`src/pkg/ths_pkg.sv`:
```
// Constants and types shared by the task handshake block.
package ths_pkg;

  localparam int unsigned THS_CLK_KHZ = 250000;
  localparam int unsigned THS_WIN_SHORT_MS = 200;
  localparam int unsigned THS_WIN_LONG_MS = 2000;
  localparam int unsigned THS_WIN_SHORT_CYC = THS_WIN_SHORT_MS * THS_CLK_KHZ;
  localparam int unsigned THS_WIN_LONG_CYC = THS_WIN_LONG_MS * THS_CLK_KHZ;
  localparam logic [31:0] THS_RESET_PROC_CYC = 32'h0000_0010;

  localparam int THS_NTASK = 2;
  localparam int THS_NGEN = 23;
  localparam int THS_PIN_W = 28;
  localparam int THS_PIN_SEL = 23;
  localparam int THS_PIN_LAUNCH = 25;
  localparam int THS_PIN_RSTREQ = 26;
  localparam int THS_PIN_ACCESS = 27;

  localparam logic [13:0] THS_IDX_CTRL = 14'h0000;
  localparam logic [13:0] THS_IDX_TASKCFG = 14'h0001;
  localparam logic [13:0] THS_IDX_CMD = 14'h0002;
  localparam logic [13:0] THS_IDX_ERRSTAGE = 14'h0003;
  localparam logic [13:0] THS_IDX_STATUS = 14'h0004;
  localparam logic [13:0] THS_IDX_GENOUT = 14'h0005;
  localparam logic [13:0] THS_IDX_ERR_LINE = 14'h2400;
  localparam logic [13:0] THS_IDX_ERR_CODE = 14'h2401;

  localparam int THS_CTRL_MODE_LSB = 0;
  localparam int THS_CTRL_MTEN = 2;
  localparam int THS_CTRL_WLONG = 3;
  localparam int THS_CTRL_COMP_LSB = 4;
  localparam logic [31:0] THS_CTRL_RST = 32'h0000_0000;
  localparam logic [31:0] THS_CTRL_MASK = 32'h0000_003F;

  localparam int THS_CMD_PERR = 0;
  localparam int THS_CMD_SDOWN = 1;
  localparam int THS_CMD_END_LSB = 2;

  localparam int THS_COND_W = 4;
  localparam logic [31:0] THS_TASKCFG_MASK = 32'h0000_0077;

  typedef enum logic [2:0] {
    THS_COND_START = 3'h0,
    THS_COND_IT = 3'h1,
    THS_COND_BOOT = 3'h2,
    THS_COND_ON = 3'h3,
    THS_COND_OFF = 3'h4
  } ths_cond_t;

  localparam logic [31:0] THS_TASKCFG_RST = 32'h0000_0022;

  typedef enum logic [4:0] {
    THS_ST_BOOT = 5'b00001,
    THS_ST_RUN = 5'b00010,
    THS_ST_HALT = 5'b00100,
    THS_ST_WINDOW = 5'b01000,
    THS_ST_RESET = 5'b10000
  } ths_state_t;

endpackage

```
`src/rtl/ths_task_handshake.sv`:
```
// Host handshake bits, task launch and module reset sequencing.
//
// The Wishbone register port and the placing of the registers are this design's own decisions.
`timescale 1ns/1ns
`default_nettype none

// Functional notes
// In run mode, raise task-run-ready once multitask execution is enabled.
// Host reset request drops task-run-ready.
// Host transfers inside the post-request access window raise no error.
// After reset processing and re-enable, task-run-ready rises again.
// Ready, error and system-down flags act only in run modes 0 and 1.
// Program error raises its flag, lamp, stores line and code, halts.
// Program error flag high forces task-run-ready low.
// System down raises its flag, lamp and stores the error code.
// System down flag high forces task-run-ready low.
// Operating status is low while off and during reset processing.
// Twenty-three host general output bits are readable by the program.
// Two select bits; a non-interrupt task's select is a general output.
// Launch strobe rising edge starts each selected host-interrupt task.
// Selects rising while the strobe is already high are ignored.
// A selected task already running or starting is left alone.
// Launch acts only while ready; it is never a general output.
// Host keeps a select high until it sees the task started.
// Reset request resets this module only, after a 200 or 2000 ms window.
// Host interlocks its accesses on the operating status flag.
// Tasks default to start-by-other-task with preloaded program.
// Compiled tasks are never started by the host launch.
// Tasks with no start condition never get a program read.
// Host pins are synchronised and the strobe edge found from two samples.
module ths_task_handshake
  import ths_pkg::*;
#(
  parameter int unsigned WIN_SHORT_CYC = THS_WIN_SHORT_CYC,
  parameter int unsigned WIN_LONG_CYC = THS_WIN_LONG_CYC
) (
  input wire logic clk_i,
  input wire logic rst_i,
  input wire logic wb_cyc_i,
  input wire logic wb_stb_i,
  input wire logic wb_we_i,
  input wire logic [15:0] wb_adr_i,
  input wire logic [3:0] wb_sel_i,
  input wire logic [31:0] wb_dat_i,
  output logic [31:0] wb_dat_o,
  output logic wb_ack_o,
  input wire logic [THS_NGEN-1:0] general_out_i,
  input wire logic [THS_NTASK-1:0] task_select_i,
  input wire logic task_launch_i,
  input wire logic module_reset_request_i,
  input wire logic host_access_i,
  output logic task_run_ready_o,
  output logic program_error_flag_o,
  output logic system_down_flag_o,
  output logic module_alive_o,
  output logic err_lamp_o,
  output logic access_error_o,
  output logic [THS_NTASK-1:0] task_start_o,
  output logic [THS_NTASK-1:0] prog_load_o
);

  function automatic logic [31:0] byte_merge(input logic [31:0] old_v,
                                             input logic [31:0] new_v,
                                             input logic [3:0] sel);
    logic [31:0] r;
    r = old_v;
    for (int b = 0; b < 4; b++) begin
      if (sel[b]) begin
        r[8*b +: 8] = new_v[8*b +: 8];
      end
    end
    return r;
  endfunction

  function automatic ths_cond_t task_cond(input logic [31:0] cfg,
                                          input int t);
    logic [2:0] c;
    c = cfg[THS_COND_W*t +: 3];
    return ths_cond_t'(c);
  endfunction

  // Pin synchroniser: three stages and a two-sample agreement filter.
  logic [THS_PIN_W-1:0] pin_raw;
  logic [THS_PIN_W-1:0] s1_q, s2_q, s3_q, flt_q, flt_d;
  logic [THS_PIN_W-1:0] s1_d, s2_d, s3_d;

  assign pin_raw = {host_access_i, module_reset_request_i, task_launch_i,
                    task_select_i, general_out_i};

  // Sync and filter.
  always_comb begin
    s1_d = pin_raw;
    s2_d = s1_q;
    s3_d = s2_q;
    flt_d = ((s2_q ~^ s3_q) & s3_q) | ((s2_q ^ s3_q) & flt_q);
  end

  always_ff @(posedge clk_i) begin
    if (rst_i) begin
      s1_q <= '0;
      s2_q <= '0;
      s3_q <= '0;
      flt_q <= '0;
    end else begin
      s1_q <= s1_d;
      s2_q <= s2_d;
      s3_q <= s3_d;
      flt_q <= flt_d;
    end
  end

  logic launch_rise, rstreq_rise, access_rise;
  logic [THS_NTASK-1:0] sel_now;

  // Edge from two consecutive filtered samples.
  assign launch_rise = flt_d[THS_PIN_LAUNCH] & ~flt_q[THS_PIN_LAUNCH];
  assign rstreq_rise = flt_d[THS_PIN_RSTREQ] & ~flt_q[THS_PIN_RSTREQ];
  assign access_rise = flt_d[THS_PIN_ACCESS] & ~flt_q[THS_PIN_ACCESS];
  // Selects only sampled at the strobe edge.
  assign sel_now = flt_d[THS_PIN_SEL +: THS_NTASK];

  // Wishbone slave and software registers.
  logic ack_q, ack_d;
  logic [31:0] rdat_q, rdat_d;
  logic [31:0] ctrl_q, ctrl_d;
  logic [31:0] cfg_q, cfg_d;
  logic [31:0] stage_q, stage_d;
  logic [31:0] cmd_pulse;
  logic [13:0] idx;
  logic wr_go, rd_go;

  ths_state_t st_q, st_d;
  logic perr_q, perr_d, sdown_q, sdown_d, lamp_q, lamp_d;
  logic [15:0] eline_q, eline_d, ecode_q, ecode_d;
  logic [31:0] cnt_q, cnt_d;
  logic [THS_NTASK-1:0] busy_q, busy_d, start_q, start_d, load_q, load_d;
  logic rdy_q, rdy_d, pe_o_q, pe_o_d, sd_o_q, sd_o_d;
  logic alive_q, alive_d, lamp_o_q, lamp_o_d, aerr_q, aerr_d;
  logic [THS_NTASK+THS_NGEN-1:0] genout;

  assign idx = wb_adr_i[15:2];
  assign wr_go = wb_cyc_i & wb_stb_i & ack_q & wb_we_i;
  assign rd_go = wb_cyc_i & wb_stb_i & ~ack_q & ~wb_we_i;

  // Selects of non-interrupt tasks read back as general outputs.
  always_comb begin
    genout = {{THS_NTASK{1'b0}}, flt_q[THS_NGEN-1:0]};
    for (int t = 0; t < THS_NTASK; t++) begin
      if (task_cond(cfg_q, t) != THS_COND_IT) begin
        genout[THS_NGEN+t] = flt_q[THS_PIN_SEL+t];
      end
    end
  end

  always_comb begin
    ack_d = wb_cyc_i & wb_stb_i & ~ack_q;
    ctrl_d = ctrl_q;
    cfg_d = cfg_q;
    stage_d = stage_q;
    cmd_pulse = '0;
    rdat_d = rdat_q;
    if (wr_go) begin
      case (idx)
        THS_IDX_CTRL: begin
          ctrl_d = byte_merge(ctrl_q, wb_dat_i, wb_sel_i) & THS_CTRL_MASK;
        end
        THS_IDX_TASKCFG: begin
          cfg_d = byte_merge(cfg_q, wb_dat_i, wb_sel_i) & THS_TASKCFG_MASK;
        end
        THS_IDX_CMD: begin
          cmd_pulse = byte_merge(32'h0000_0000, wb_dat_i, wb_sel_i);
        end
        THS_IDX_ERRSTAGE: begin
          stage_d = byte_merge(stage_q, wb_dat_i, wb_sel_i);
        end
        default: begin
        end
      endcase
    end
    if (rd_go) begin
      case (idx)
        THS_IDX_CTRL: rdat_d = ctrl_q;
        THS_IDX_TASKCFG: rdat_d = cfg_q;
        THS_IDX_ERRSTAGE: rdat_d = stage_q;
        THS_IDX_STATUS: begin
          rdat_d = {16'h0000, 2'h0, st_q, busy_q, lamp_q, alive_q,
                    sd_o_q, pe_o_q, rdy_q, sdown_q, perr_q};
        end
        // General output bits for the program.
        THS_IDX_GENOUT: rdat_d = {7'h00, genout};
        THS_IDX_ERR_LINE: rdat_d = {16'h0000, eline_q};
        THS_IDX_ERR_CODE: rdat_d = {16'h0000, ecode_q};
        default: rdat_d = 32'h0000_0000;
      endcase
    end
  end

  always_ff @(posedge clk_i) begin
    if (rst_i) begin
      ack_q <= 1'b0;
      rdat_q <= 32'h0000_0000;
      ctrl_q <= THS_CTRL_RST;
      // Default start by another task.
      cfg_q <= THS_TASKCFG_RST;
      stage_q <= 32'h0000_0000;
    end else begin
      ack_q <= ack_d;
      rdat_q <= rdat_d;
      ctrl_q <= ctrl_d;
      cfg_q <= cfg_d;
      stage_q <= stage_d;
    end
  end

  assign wb_ack_o = ack_q;
  assign wb_dat_o = rdat_q;

  // Module control sequence.
  logic run_mode_d, mt_en;
  logic [THS_NTASK-1:0] compiled;

  assign mt_en = ctrl_q[THS_CTRL_MTEN];
  assign compiled = ctrl_q[THS_CTRL_COMP_LSB +: THS_NTASK];
  // Run mode is switch setting 0 or 1.
  assign run_mode_d = (ctrl_d[THS_CTRL_MODE_LSB +: 2] == 2'h0) |
                      (ctrl_d[THS_CTRL_MODE_LSB +: 2] == 2'h1);

  always_comb begin
    st_d = st_q;
    perr_d = perr_q;
    sdown_d = sdown_q;
    lamp_d = lamp_q;
    eline_d = eline_q;
    ecode_d = ecode_q;
    cnt_d = cnt_q;
    start_d = '0;
    load_d = '0;
    aerr_d = 1'b0;
    // Busy clears on the task's end; a start in the same cycle wins.
    busy_d = busy_q & ~cmd_pulse[THS_CMD_END_LSB +: THS_NTASK];
    case (st_q)
      THS_ST_BOOT: begin
        // Multitask enable brings the module to run.
        if (mt_en) begin
          st_d = THS_ST_RUN;
          for (int t = 0; t < THS_NTASK; t++) begin
            // No program read for unconfigured tasks.
            load_d[t] = task_cond(cfg_q, t) != THS_COND_OFF &&
                        task_cond(cfg_q, t) != THS_COND_ON;
            if (task_cond(cfg_q, t) == THS_COND_START) begin
              start_d[t] = 1'b1;
              busy_d[t] = 1'b1;
            end
          end
        end
      end
      THS_ST_RUN: begin
        if (cmd_pulse[THS_CMD_PERR]) begin
          // Program error: flag, lamp, line and code, halt.
          perr_d = 1'b1;
          lamp_d = 1'b1;
          eline_d = stage_q[15:0];
          ecode_d = stage_q[31:16];
          st_d = THS_ST_HALT;
        end else if (cmd_pulse[THS_CMD_SDOWN]) begin
          // System down: flag, lamp and code.
          sdown_d = 1'b1;
          lamp_d = 1'b1;
          ecode_d = stage_q[31:16];
          st_d = THS_ST_HALT;
        end else if (launch_rise && !rdy_q) begin
          // Launch ignored unless ready.
          start_d = '0;
        end else if (launch_rise) begin
          for (int t = 0; t < THS_NTASK; t++) begin
            // Start selected interrupt tasks; not compiled.
            // A busy task is left running.
            if (sel_now[t] && task_cond(cfg_q, t) == THS_COND_IT &&
                !compiled[t] && !busy_q[t]) begin
              start_d[t] = 1'b1;
              busy_d[t] = 1'b1;
            end
          end
        end
      end
      THS_ST_HALT: begin
      end
      THS_ST_WINDOW: begin
        // Reset follows the access window.
        if (cnt_q <= 32'h0000_0001) begin
          st_d = THS_ST_RESET;
          cnt_d = THS_RESET_PROC_CYC;
        end else begin
          cnt_d = cnt_q - 32'h0000_0001;
        end
      end
      THS_ST_RESET: begin
        // Reset done; ready returns through the boot state.
        if (cnt_q <= 32'h0000_0001) begin
          st_d = THS_ST_BOOT;
          perr_d = 1'b0;
          sdown_d = 1'b0;
          lamp_d = 1'b0;
          busy_d = '0;
        end else begin
          cnt_d = cnt_q - 32'h0000_0001;
        end
      end
      default: begin
        st_d = THS_ST_BOOT;
      end
    endcase
    // A reset request opens the access window.
    if (rstreq_rise && st_q != THS_ST_WINDOW && st_q != THS_ST_RESET) begin
      st_d = THS_ST_WINDOW;
      start_d = '0;
      load_d = '0;
      cnt_d = ctrl_q[THS_CTRL_WLONG] ? WIN_LONG_CYC : WIN_SHORT_CYC;
    end
    // Accesses in the window are not errors.
    if (access_rise && !rdy_q && st_q != THS_ST_WINDOW) begin
      aerr_d = 1'b1;
    end
    // Ready only in run without error flags.
    // Flags gated by run mode.
    rdy_d = (st_d == THS_ST_RUN) && run_mode_d && !perr_d && !sdown_d;
    pe_o_d = perr_d && run_mode_d;
    sd_o_d = sdown_d && run_mode_d;
    // Low during reset processing.
    alive_d = st_d != THS_ST_RESET;
    lamp_o_d = lamp_d;
  end

  always_ff @(posedge clk_i) begin
    if (rst_i) begin
      st_q <= THS_ST_BOOT;
      perr_q <= 1'b0;
      sdown_q <= 1'b0;
      lamp_q <= 1'b0;
      eline_q <= 16'h0000;
      ecode_q <= 16'h0000;
      cnt_q <= 32'h0000_0000;
      busy_q <= '0;
      start_q <= '0;
      load_q <= '0;
      rdy_q <= 1'b0;
      pe_o_q <= 1'b0;
      sd_o_q <= 1'b0;
      alive_q <= 1'b0;
      lamp_o_q <= 1'b0;
      aerr_q <= 1'b0;
    end else begin
      st_q <= st_d;
      perr_q <= perr_d;
      sdown_q <= sdown_d;
      lamp_q <= lamp_d;
      eline_q <= eline_d;
      ecode_q <= ecode_d;
      cnt_q <= cnt_d;
      busy_q <= busy_d;
      start_q <= start_d;
      load_q <= load_d;
      rdy_q <= rdy_d;
      pe_o_q <= pe_o_d;
      sd_o_q <= sd_o_d;
      alive_q <= alive_d;
      lamp_o_q <= lamp_o_d;
      aerr_q <= aerr_d;
    end
  end

  assign task_run_ready_o = rdy_q;
  assign program_error_flag_o = pe_o_q;
  assign system_down_flag_o = sd_o_q;
  assign module_alive_o = alive_q;
  assign err_lamp_o = lamp_o_q;
  assign access_error_o = aerr_q;
  assign task_start_o = start_q;
  assign prog_load_o = load_q;

endmodule

`default_nettype wire

```
`config.mk`:
```
export PLATFORM = sky130hd
export DESIGN_NAME = ths_task_handshake
export DESIGN_NICKNAME = d
export VERILOG_FILES = /design/src/pkg/ths_pkg.sv /design/src/rtl/ths_task_handshake.sv
export SDC_FILE = /design/constraint.sdc
export NUM_CORES = 1
export LEC_CHECK = 0
export BUFFER_PORTS_ARGS = -buffer_cell sky130_fd_sc_hd__buf_2
export CORE_AREA = 10 10 203 205
export CTS_CLUSTER_SIZE = 8
export DETAILED_ROUTE_END_ITERATION = 8
export DIE_AREA = 0 0 213 215
export PLACE_DENSITY = 0.49
export SLEW_MARGIN = 40
export SYNTH_ARGS = -nofsm -noshare
export SYNTH_HDL_FRONTEND = slang
export SYNTH_SLANG_ARGS = --single-unit
export TNS_END_PERCENT = 30
```
`constraint.sdc`:
```
create_clock -name clk_i -period 4.6 [get_ports clk_i]
set_clock_uncertainty 0.15 [all_clocks]
set_input_delay 0.92 -clock clk_i [delete_from_list [all_inputs] [get_ports clk_i]]
set_output_delay 0.92 -clock clk_i [all_outputs]
set_load 0.05 [all_outputs]
```
# ---- After elaboration in Yosys (flattened, before gate mapping)
# Index checks and enable logic that the tools add are counted.
dict set report word_totals {
  output_inout_bits 43
  word_cells 181
  register_bits 272
  inputBits 85
}
dict set report classes {
  n_addsub 1
  n_eq_ne 28
  bitwise_logic 23
  n_mux 56
  reduce_logical 44
  order_cmp 1
}
# cell n
set ops {}
lappend ops {{32-bit one-hot mux with 7 select lines} 1}
lappend ops {{32-bit two-way mux} 3}
lappend ops {{32-bit one-hot mux with 2 select lines} 1}
lappend ops {{28-bit bitwise AND} 2}
lappend ops {{32-bit by 1-bit <= comparator with 1-bit output (second input constant)} 1}
lappend ops {{16-bit two-way mux} 2}
lappend ops {{32-bit by 1-bit subtractor with 32-bit output (second input constant)} 1}
lappend ops {{5-bit two-way mux} 6}
lappend ops {{29-bit two-way mux} 1}
lappend ops {{14-bit equality test (second input constant)} 2}
lappend ops {{14-bit by 2-bit equality test with 1-bit output (second input constant)} 2}
lappend ops {{14-bit by 3-bit equality test with 1-bit output (second input constant)} 2}
lappend ops {{2-bit two-way mux} 14}
lappend ops {{28-bit bitwise OR} 1}
lappend ops {{28-bit bitwise XNOR} 1}
lappend ops {{28-bit bitwise XOR} 1}
lappend ops {{5-bit one-hot mux with 5 select lines} 1}
lappend ops {{3-bit AND reduction} 7}
lappend ops {{1-bit two-way mux} 19}
lappend ops {{1-bit logical AND} 18}
lappend ops {{14-bit by 1-bit equality test with 1-bit output (second input constant)} 1}
lappend ops {{14-bit zero test} 1}
lappend ops {{4-bit two-way mux} 3}
lappend ops {{3-bit != test (second input constant)} 4}
lappend ops {{28 further kinds} 58}

# ---- Longest topological paths before layout
dict set report logic_depth {
  ltp_word 12
  mapped_depth 9
}

# ---- Worst setup path after synthesis
# No wires, ideal clock.
dict set report synth_path {
  path_kind {input to register}
  startpoint {in wb_adr_i[13]}
  endpoint {reg rdy_q, in the netlist task_run_ready_o}
  t_arrival_ps 2740
  setup_time_ps 87
  slack_ps 1622
  required_time_ps 4363
  cell_stages 6
  n_path_buf 0
  path_cell_list {nor4_4 > nand4_1 > nor3_2 > mux2i_1 > nand2b_1 > nor4b_2}
}
dict set report synth_via {
  elab_chain_len 11
}
# item line
set synth_rtl {}
lappend synth_rtl {{start, declared} ths_task_handshake.sv:42} ;# input wire logic [15:0] wb_adr_i,
lappend synth_rtl {{14-bit by 2-bit equality test with 1-bit output} ths_task_handshake.sv:163} ;# case (idx)
lappend synth_rtl {{4-bit two-way mux} ths_task_handshake.sv:163}
lappend synth_rtl {{4-bit two-way mux} ths_task_handshake.sv:162} ;# if (wr_go) begin
lappend synth_rtl {{5-bit two-way mux} ths_task_handshake.sv:265} ;# end else if (cmd_pulse[THS_CMD_SDOWN]) begin
lappend synth_rtl {{5-bit two-way mux} ths_task_handshake.sv:258} ;# if (cmd_pulse[THS_CMD_PERR]) begin
lappend synth_rtl {{5-bit one-hot mux with 5 select lines} ths_task_handshake.sv:241} ;# case (st_q)
lappend synth_rtl {{5-bit two-way mux} ths_task_handshake.sv:314} ;# if (rstreq_rise && st_q != THS_ST_WINDOW && st_q != THS_ST_RESET) begin
lappend synth_rtl {{5-bit by 2-bit equality test with 1-bit output} ths_task_handshake.sv:326} ;# rdy_d = (st_d == THS_ST_RUN) && run_mode_d && !perr_d && !sdown_d;
lappend synth_rtl {{1-bit logical AND (2 in a row)} ths_task_handshake.sv:326}
lappend synth_rtl {{1-bit logical AND *} ths_task_handshake.sv:326}
lappend synth_rtl {{end signal, assigned} ths_task_handshake.sv:363} ;# rdy_q <= rdy_d;
lappend synth_rtl {{end, declared} ths_task_handshake.sv:137} ;# logic rdy_q, rdy_d, pe_o_q, pe_o_d, sd_o_q, sd_o_d;
# Mark *: on every way between the ends. The rest lies on a longest branch, timed or not.
# A chain may end at the register's enable or synchronous reset.

# ---- Worst setup path after layout
dict set report layout_path {
  startpoint {reg cnt_q[19]}
  endpoint {reg cnt_q[22]}
}
dict set report layout_via {
  elab_chain_len 4
}
# item line
set layout_rtl {}
lappend layout_rtl {{start, declared} ths_task_handshake.sv:135} ;# logic [31:0] cnt_q, cnt_d;
lappend layout_rtl {{start signal, assigned} ths_task_handshake.sv:359} ;# cnt_q <= cnt_d;
lappend layout_rtl {{32-bit by 1-bit subtractor with 32-bit output or 32-bit by 1-bit <= comparator with 1-bit output (tied branches)} n/a}
lappend layout_rtl {{32-bit two-way mux, on equally long branches} {ths_task_handshake.sv:299, ths_task_handshake.sv:290}}
lappend layout_rtl {{32-bit one-hot mux with 2 select lines} ths_task_handshake.sv:241}
lappend layout_rtl {{32-bit two-way mux} ths_task_handshake.sv:314}
# Parallel ways exist; a longest one is shown, timed or not. The select of a mux whose other input is x is not followed.

==> flow_summary.yaml <==
run_status:
  status: "complete, no violations"
setup_path:
  crit_arrival_ns: 3.41
  cp_max_fo: 23
  path_cells: "nor4_1 -> nor2b_1 -> nand4_4 -> buf_4 -> nand2_1 -> o21ai_0 -> a211oi_1"
  critical_path.top_delay_family: "simple AND/OR/NAND/NOR gates"
  cp-start-kind: "flop"
  crit_path_end_kind: "flop"
  crit_cells: 7
  r2r_end: "cnt_q[22]"
  critical_path_class: "reg -> reg"
  rr_worst_depth: 7
  worstPathRequired_ns: 4.89
  r2r_slack_ns: 1.49
  r2r-start: "cnt_q[19]"
  critPathSlowestCell: "nor2b_1"
  path_buf_inv: 1
  cpPeakStageDelay_ns: 0.69
route:
  vias: 9099
  wl_mm: 32.2
  drt.antenna.violating_nets: 0
  drt_pass1_iterations: 5
  wire_per_inst_um: 17.6
  drc: 0
  drt-initial-drc-count: 619
  vias_per_cell: 4.96
logic_synthesis:
  ys_warn_count: 0
  syn_inst: 1245
  synth_edf_count: 0
  synth_area_um2: 11000
  synthTopCellsByArea: "dfxtp_1 49%, nand2_1 6.6%, a21oi_1 6.1%"
  yosys_most_used_dff: "dfxtp_1"
  netlist.top_cell.by_area: "dfxtp_1"
  seq_area_frac_synth_pct: 49.3
  syn_area_per_cell_um2: 8.87
  async_reset_ff_share_pct: 0
  synth_top_area_share_pct: 49.3
  ys_types: 74
  ys_ff_latch: 272
  synth.net_count: 1360
floorplanning:
  die-area_um2: 45800
  coreArea_um2: 37200
  start_util_pct: 29.7
  die_x_um: 213
  num_rows: 71
  dieHeight_um: 215
  ioPinCount: 128
timing:
  tightest_slew_ns: 0.870
  period_share_pct: 67.7
  drv_slew: 0
  max_freq_mhz: 321
  tns_ns: 0
  setup_viol: 0
  layout_min_cycle_time_ns: 3.11
  whs_ns: 0.280
  slew_headroom_pct: 41.9
  rsz0062_at_grt: "no"
  hold_viol: 0
clock_network:
  path_clk_slew_ns: 0.05
  postCtsResizedCells: 0
  cts_buffers: 40
  clock_path_buffers: 3
  root_buffer: "clkbuf_16"
  postCtsHoldBufs: 0
  cts_max_level: 2
  insertion_delay_ns: 0.54
  cts.sinks: 272
  postCtsSetupBuffers: 0
  cts_tree: "built"
job:
  max-cap-violations: 0
global_routing:
  grt_pass1_wl_mm: 50.5
  grt_pass1_vias: 8890
  grt_max_degree: 89
  grt_remaining_overflow: 0
  grt_usage_pct: 13.8
  antenna_found_initial: 1
worst_hold_path:
  whs_path_depth: 1
  hold_path.class: "reg -> reg"
  hp-start: "flt_q[27]"
  worstHoldEndpoint: "access_error_o"
cells_and_area:
  layout_common_cells: "272 x dfxtp_1, 193 x nand2_1, 135 x a21oi_1"
  fill_cells: 3882
  drive_above_1_share_pct: 16.5
  area_growth_pct: 19.3
  final_common_cell: "dfxtp_1"
  final_area_um2: 13200
  final_nets: 1469
place:
  dpl_cell_area_um2: 12100
  place_congestion: 0.849
  post-dp-hpwl_mm: 22.9
  io_buffer_count: 125
power_and_ir_drop:
  swShare_pct: 22.7
  p_int_uw: 4030
  p_sw_uw: 1190
  pwr-share-comb_pct: 4.2
  power_frac_seq_pct: 46.2
  powerDensity_nw_per_um2: 396
  cellLeakagePower_uw: 0.00506
  pwr-share-clk_pct: 49.6
  vdd.ir_drop.worst_v: 0.000229
[cell families after synthesis]
group	count (synthesis)	synth area share [%]
flops	272	49.3
compound gates	258	14.2
buf+inv	83	3.17
xor+xnor	9	0.714
fa+ha+maj	30	3.40
mux	34	3.19
simple gates	559	26.0
[synth_stat cells (3+ instances only)]
library cell / count
a2111oi_0: 3
a211oi_1: 14
a21o_1: 3
a21oi_1: 135
a221oi_1: 17
a222oi_1: 3
a22oi_1: 9
a31oi_1: 3
a32oi_1: 5
and2_1: 6
and3_1: 7
and4_1: 4
buf_1: 3
buf_2: 13
clkbuf_1: 53
dfxtp_1: 272
ha_1: 30
inv_1: 9
mux2_2: 10
mux2i_1: 24
nand2_1: 193
nand2b_1: 8
nand3_1: 33
nand3b_1: 3
nand4_1: 9
nor2_1: 108
nor2b_1: 94
nor3_1: 31
nor3_2: 3
nor3b_1: 4
nor4_1: 12
nor4_4: 5
o21ai_0: 37
o21bai_1: 4
or2_2: 4
or3_1: 9
or4_1: 9
xor2_1: 8
[metal layers]
layer / global-route usage (%) / vias to the layer above / share of wire, %
li1: - / 4559 / -
met1: 18.6 / 4259 / 48
met2: 21.3 / 232 / 45
met3: 2.74 / 49 / 5.3
met4: 4.83 / 0 / 2.5
met5: 0 / - / 0
[flip-flops by register name (all words and copies together) (netlist names), 2 cells and up]
signal	count
busy_q	2
flt_q	28
wb_dat_o	32
eline_q	16
cnt_q	32
s2_q	28
task_start_o	2
stage_q	32
cfg_q	6
s1_q	28
ecode_q	16
ctrl_q	6
st_q	5
prog_load_o	2
s3_q	28
[power by group through the flow]
stage | combinational (uW) | sequential (uW) | clock (uW)
2_1_floorplan | 131 | 2460 | 0
3_3_place_gp | 217 | 2460 | 0
3_5_place_dp | 218 | 2460 | 0
4_1_cts | 220 | 2410 | 2670
5_1_grt | 242 | 2410 | 2780
6_report | 218 | 2410 | 2590
[cell type report]
class	instances	area (um2)	area share [%]
antenna	1	2.50	0.0190
clock buffer	42	1010	7.65
clock inverter	5	86.3	0.655
inverter	10	37.5	0.285
multi-input combinational	890	5260	39.9
sequential	272	5450	41.3
tap	474	593	4.50
timing repair buffer	140	744	5.65
[worst max path at each step]
stage | startpoint | end | slack, ns
after floorplan | wb_adr_i[13] | task_run_ready_o | 1.62
after global placement | wb_adr_i[7] | stage_q[1] | 0.97
after detailed placement | wb_adr_i[7] | task_run_ready_o | 0.95
after CTS | cnt_q[19] | cnt_q[22] | 1.50
after global routing | cnt_q[19] | cnt_q[22] | 1.17
final | cnt_q[19] | cnt_q[22] | 1.49
[worst reg2reg max path, cell delays in order (launching register included)]
cell and delay (ns):
dfxtp_1 0.34, nor4_1 0.48, nor2b_1 0.69, nand4_4 0.37, buf_4 0.36, nand2_1 0.23
o21ai_0 0.13, a211oi_1 0.28
[metrics by stage]
stage / power [uW] / cells / utilization, % / setup slack [ns]
6_report: 5220 / 1834 / 35.4 / 1.49
5_1_grt: 5430 / 1834 / 35.4 / 1.17
4_1_cts: 5300 / 1833 / 35.4 / 1.50
3_5_place_dp: 2680 / 1786 / 32.5 / 0.951
3_3_place_gp: 2670 / 1786 / 32.4 / 0.970
2_1_floorplan: 2590 / 1245 / - / 1.62
(Power assumes the default switching activity.)
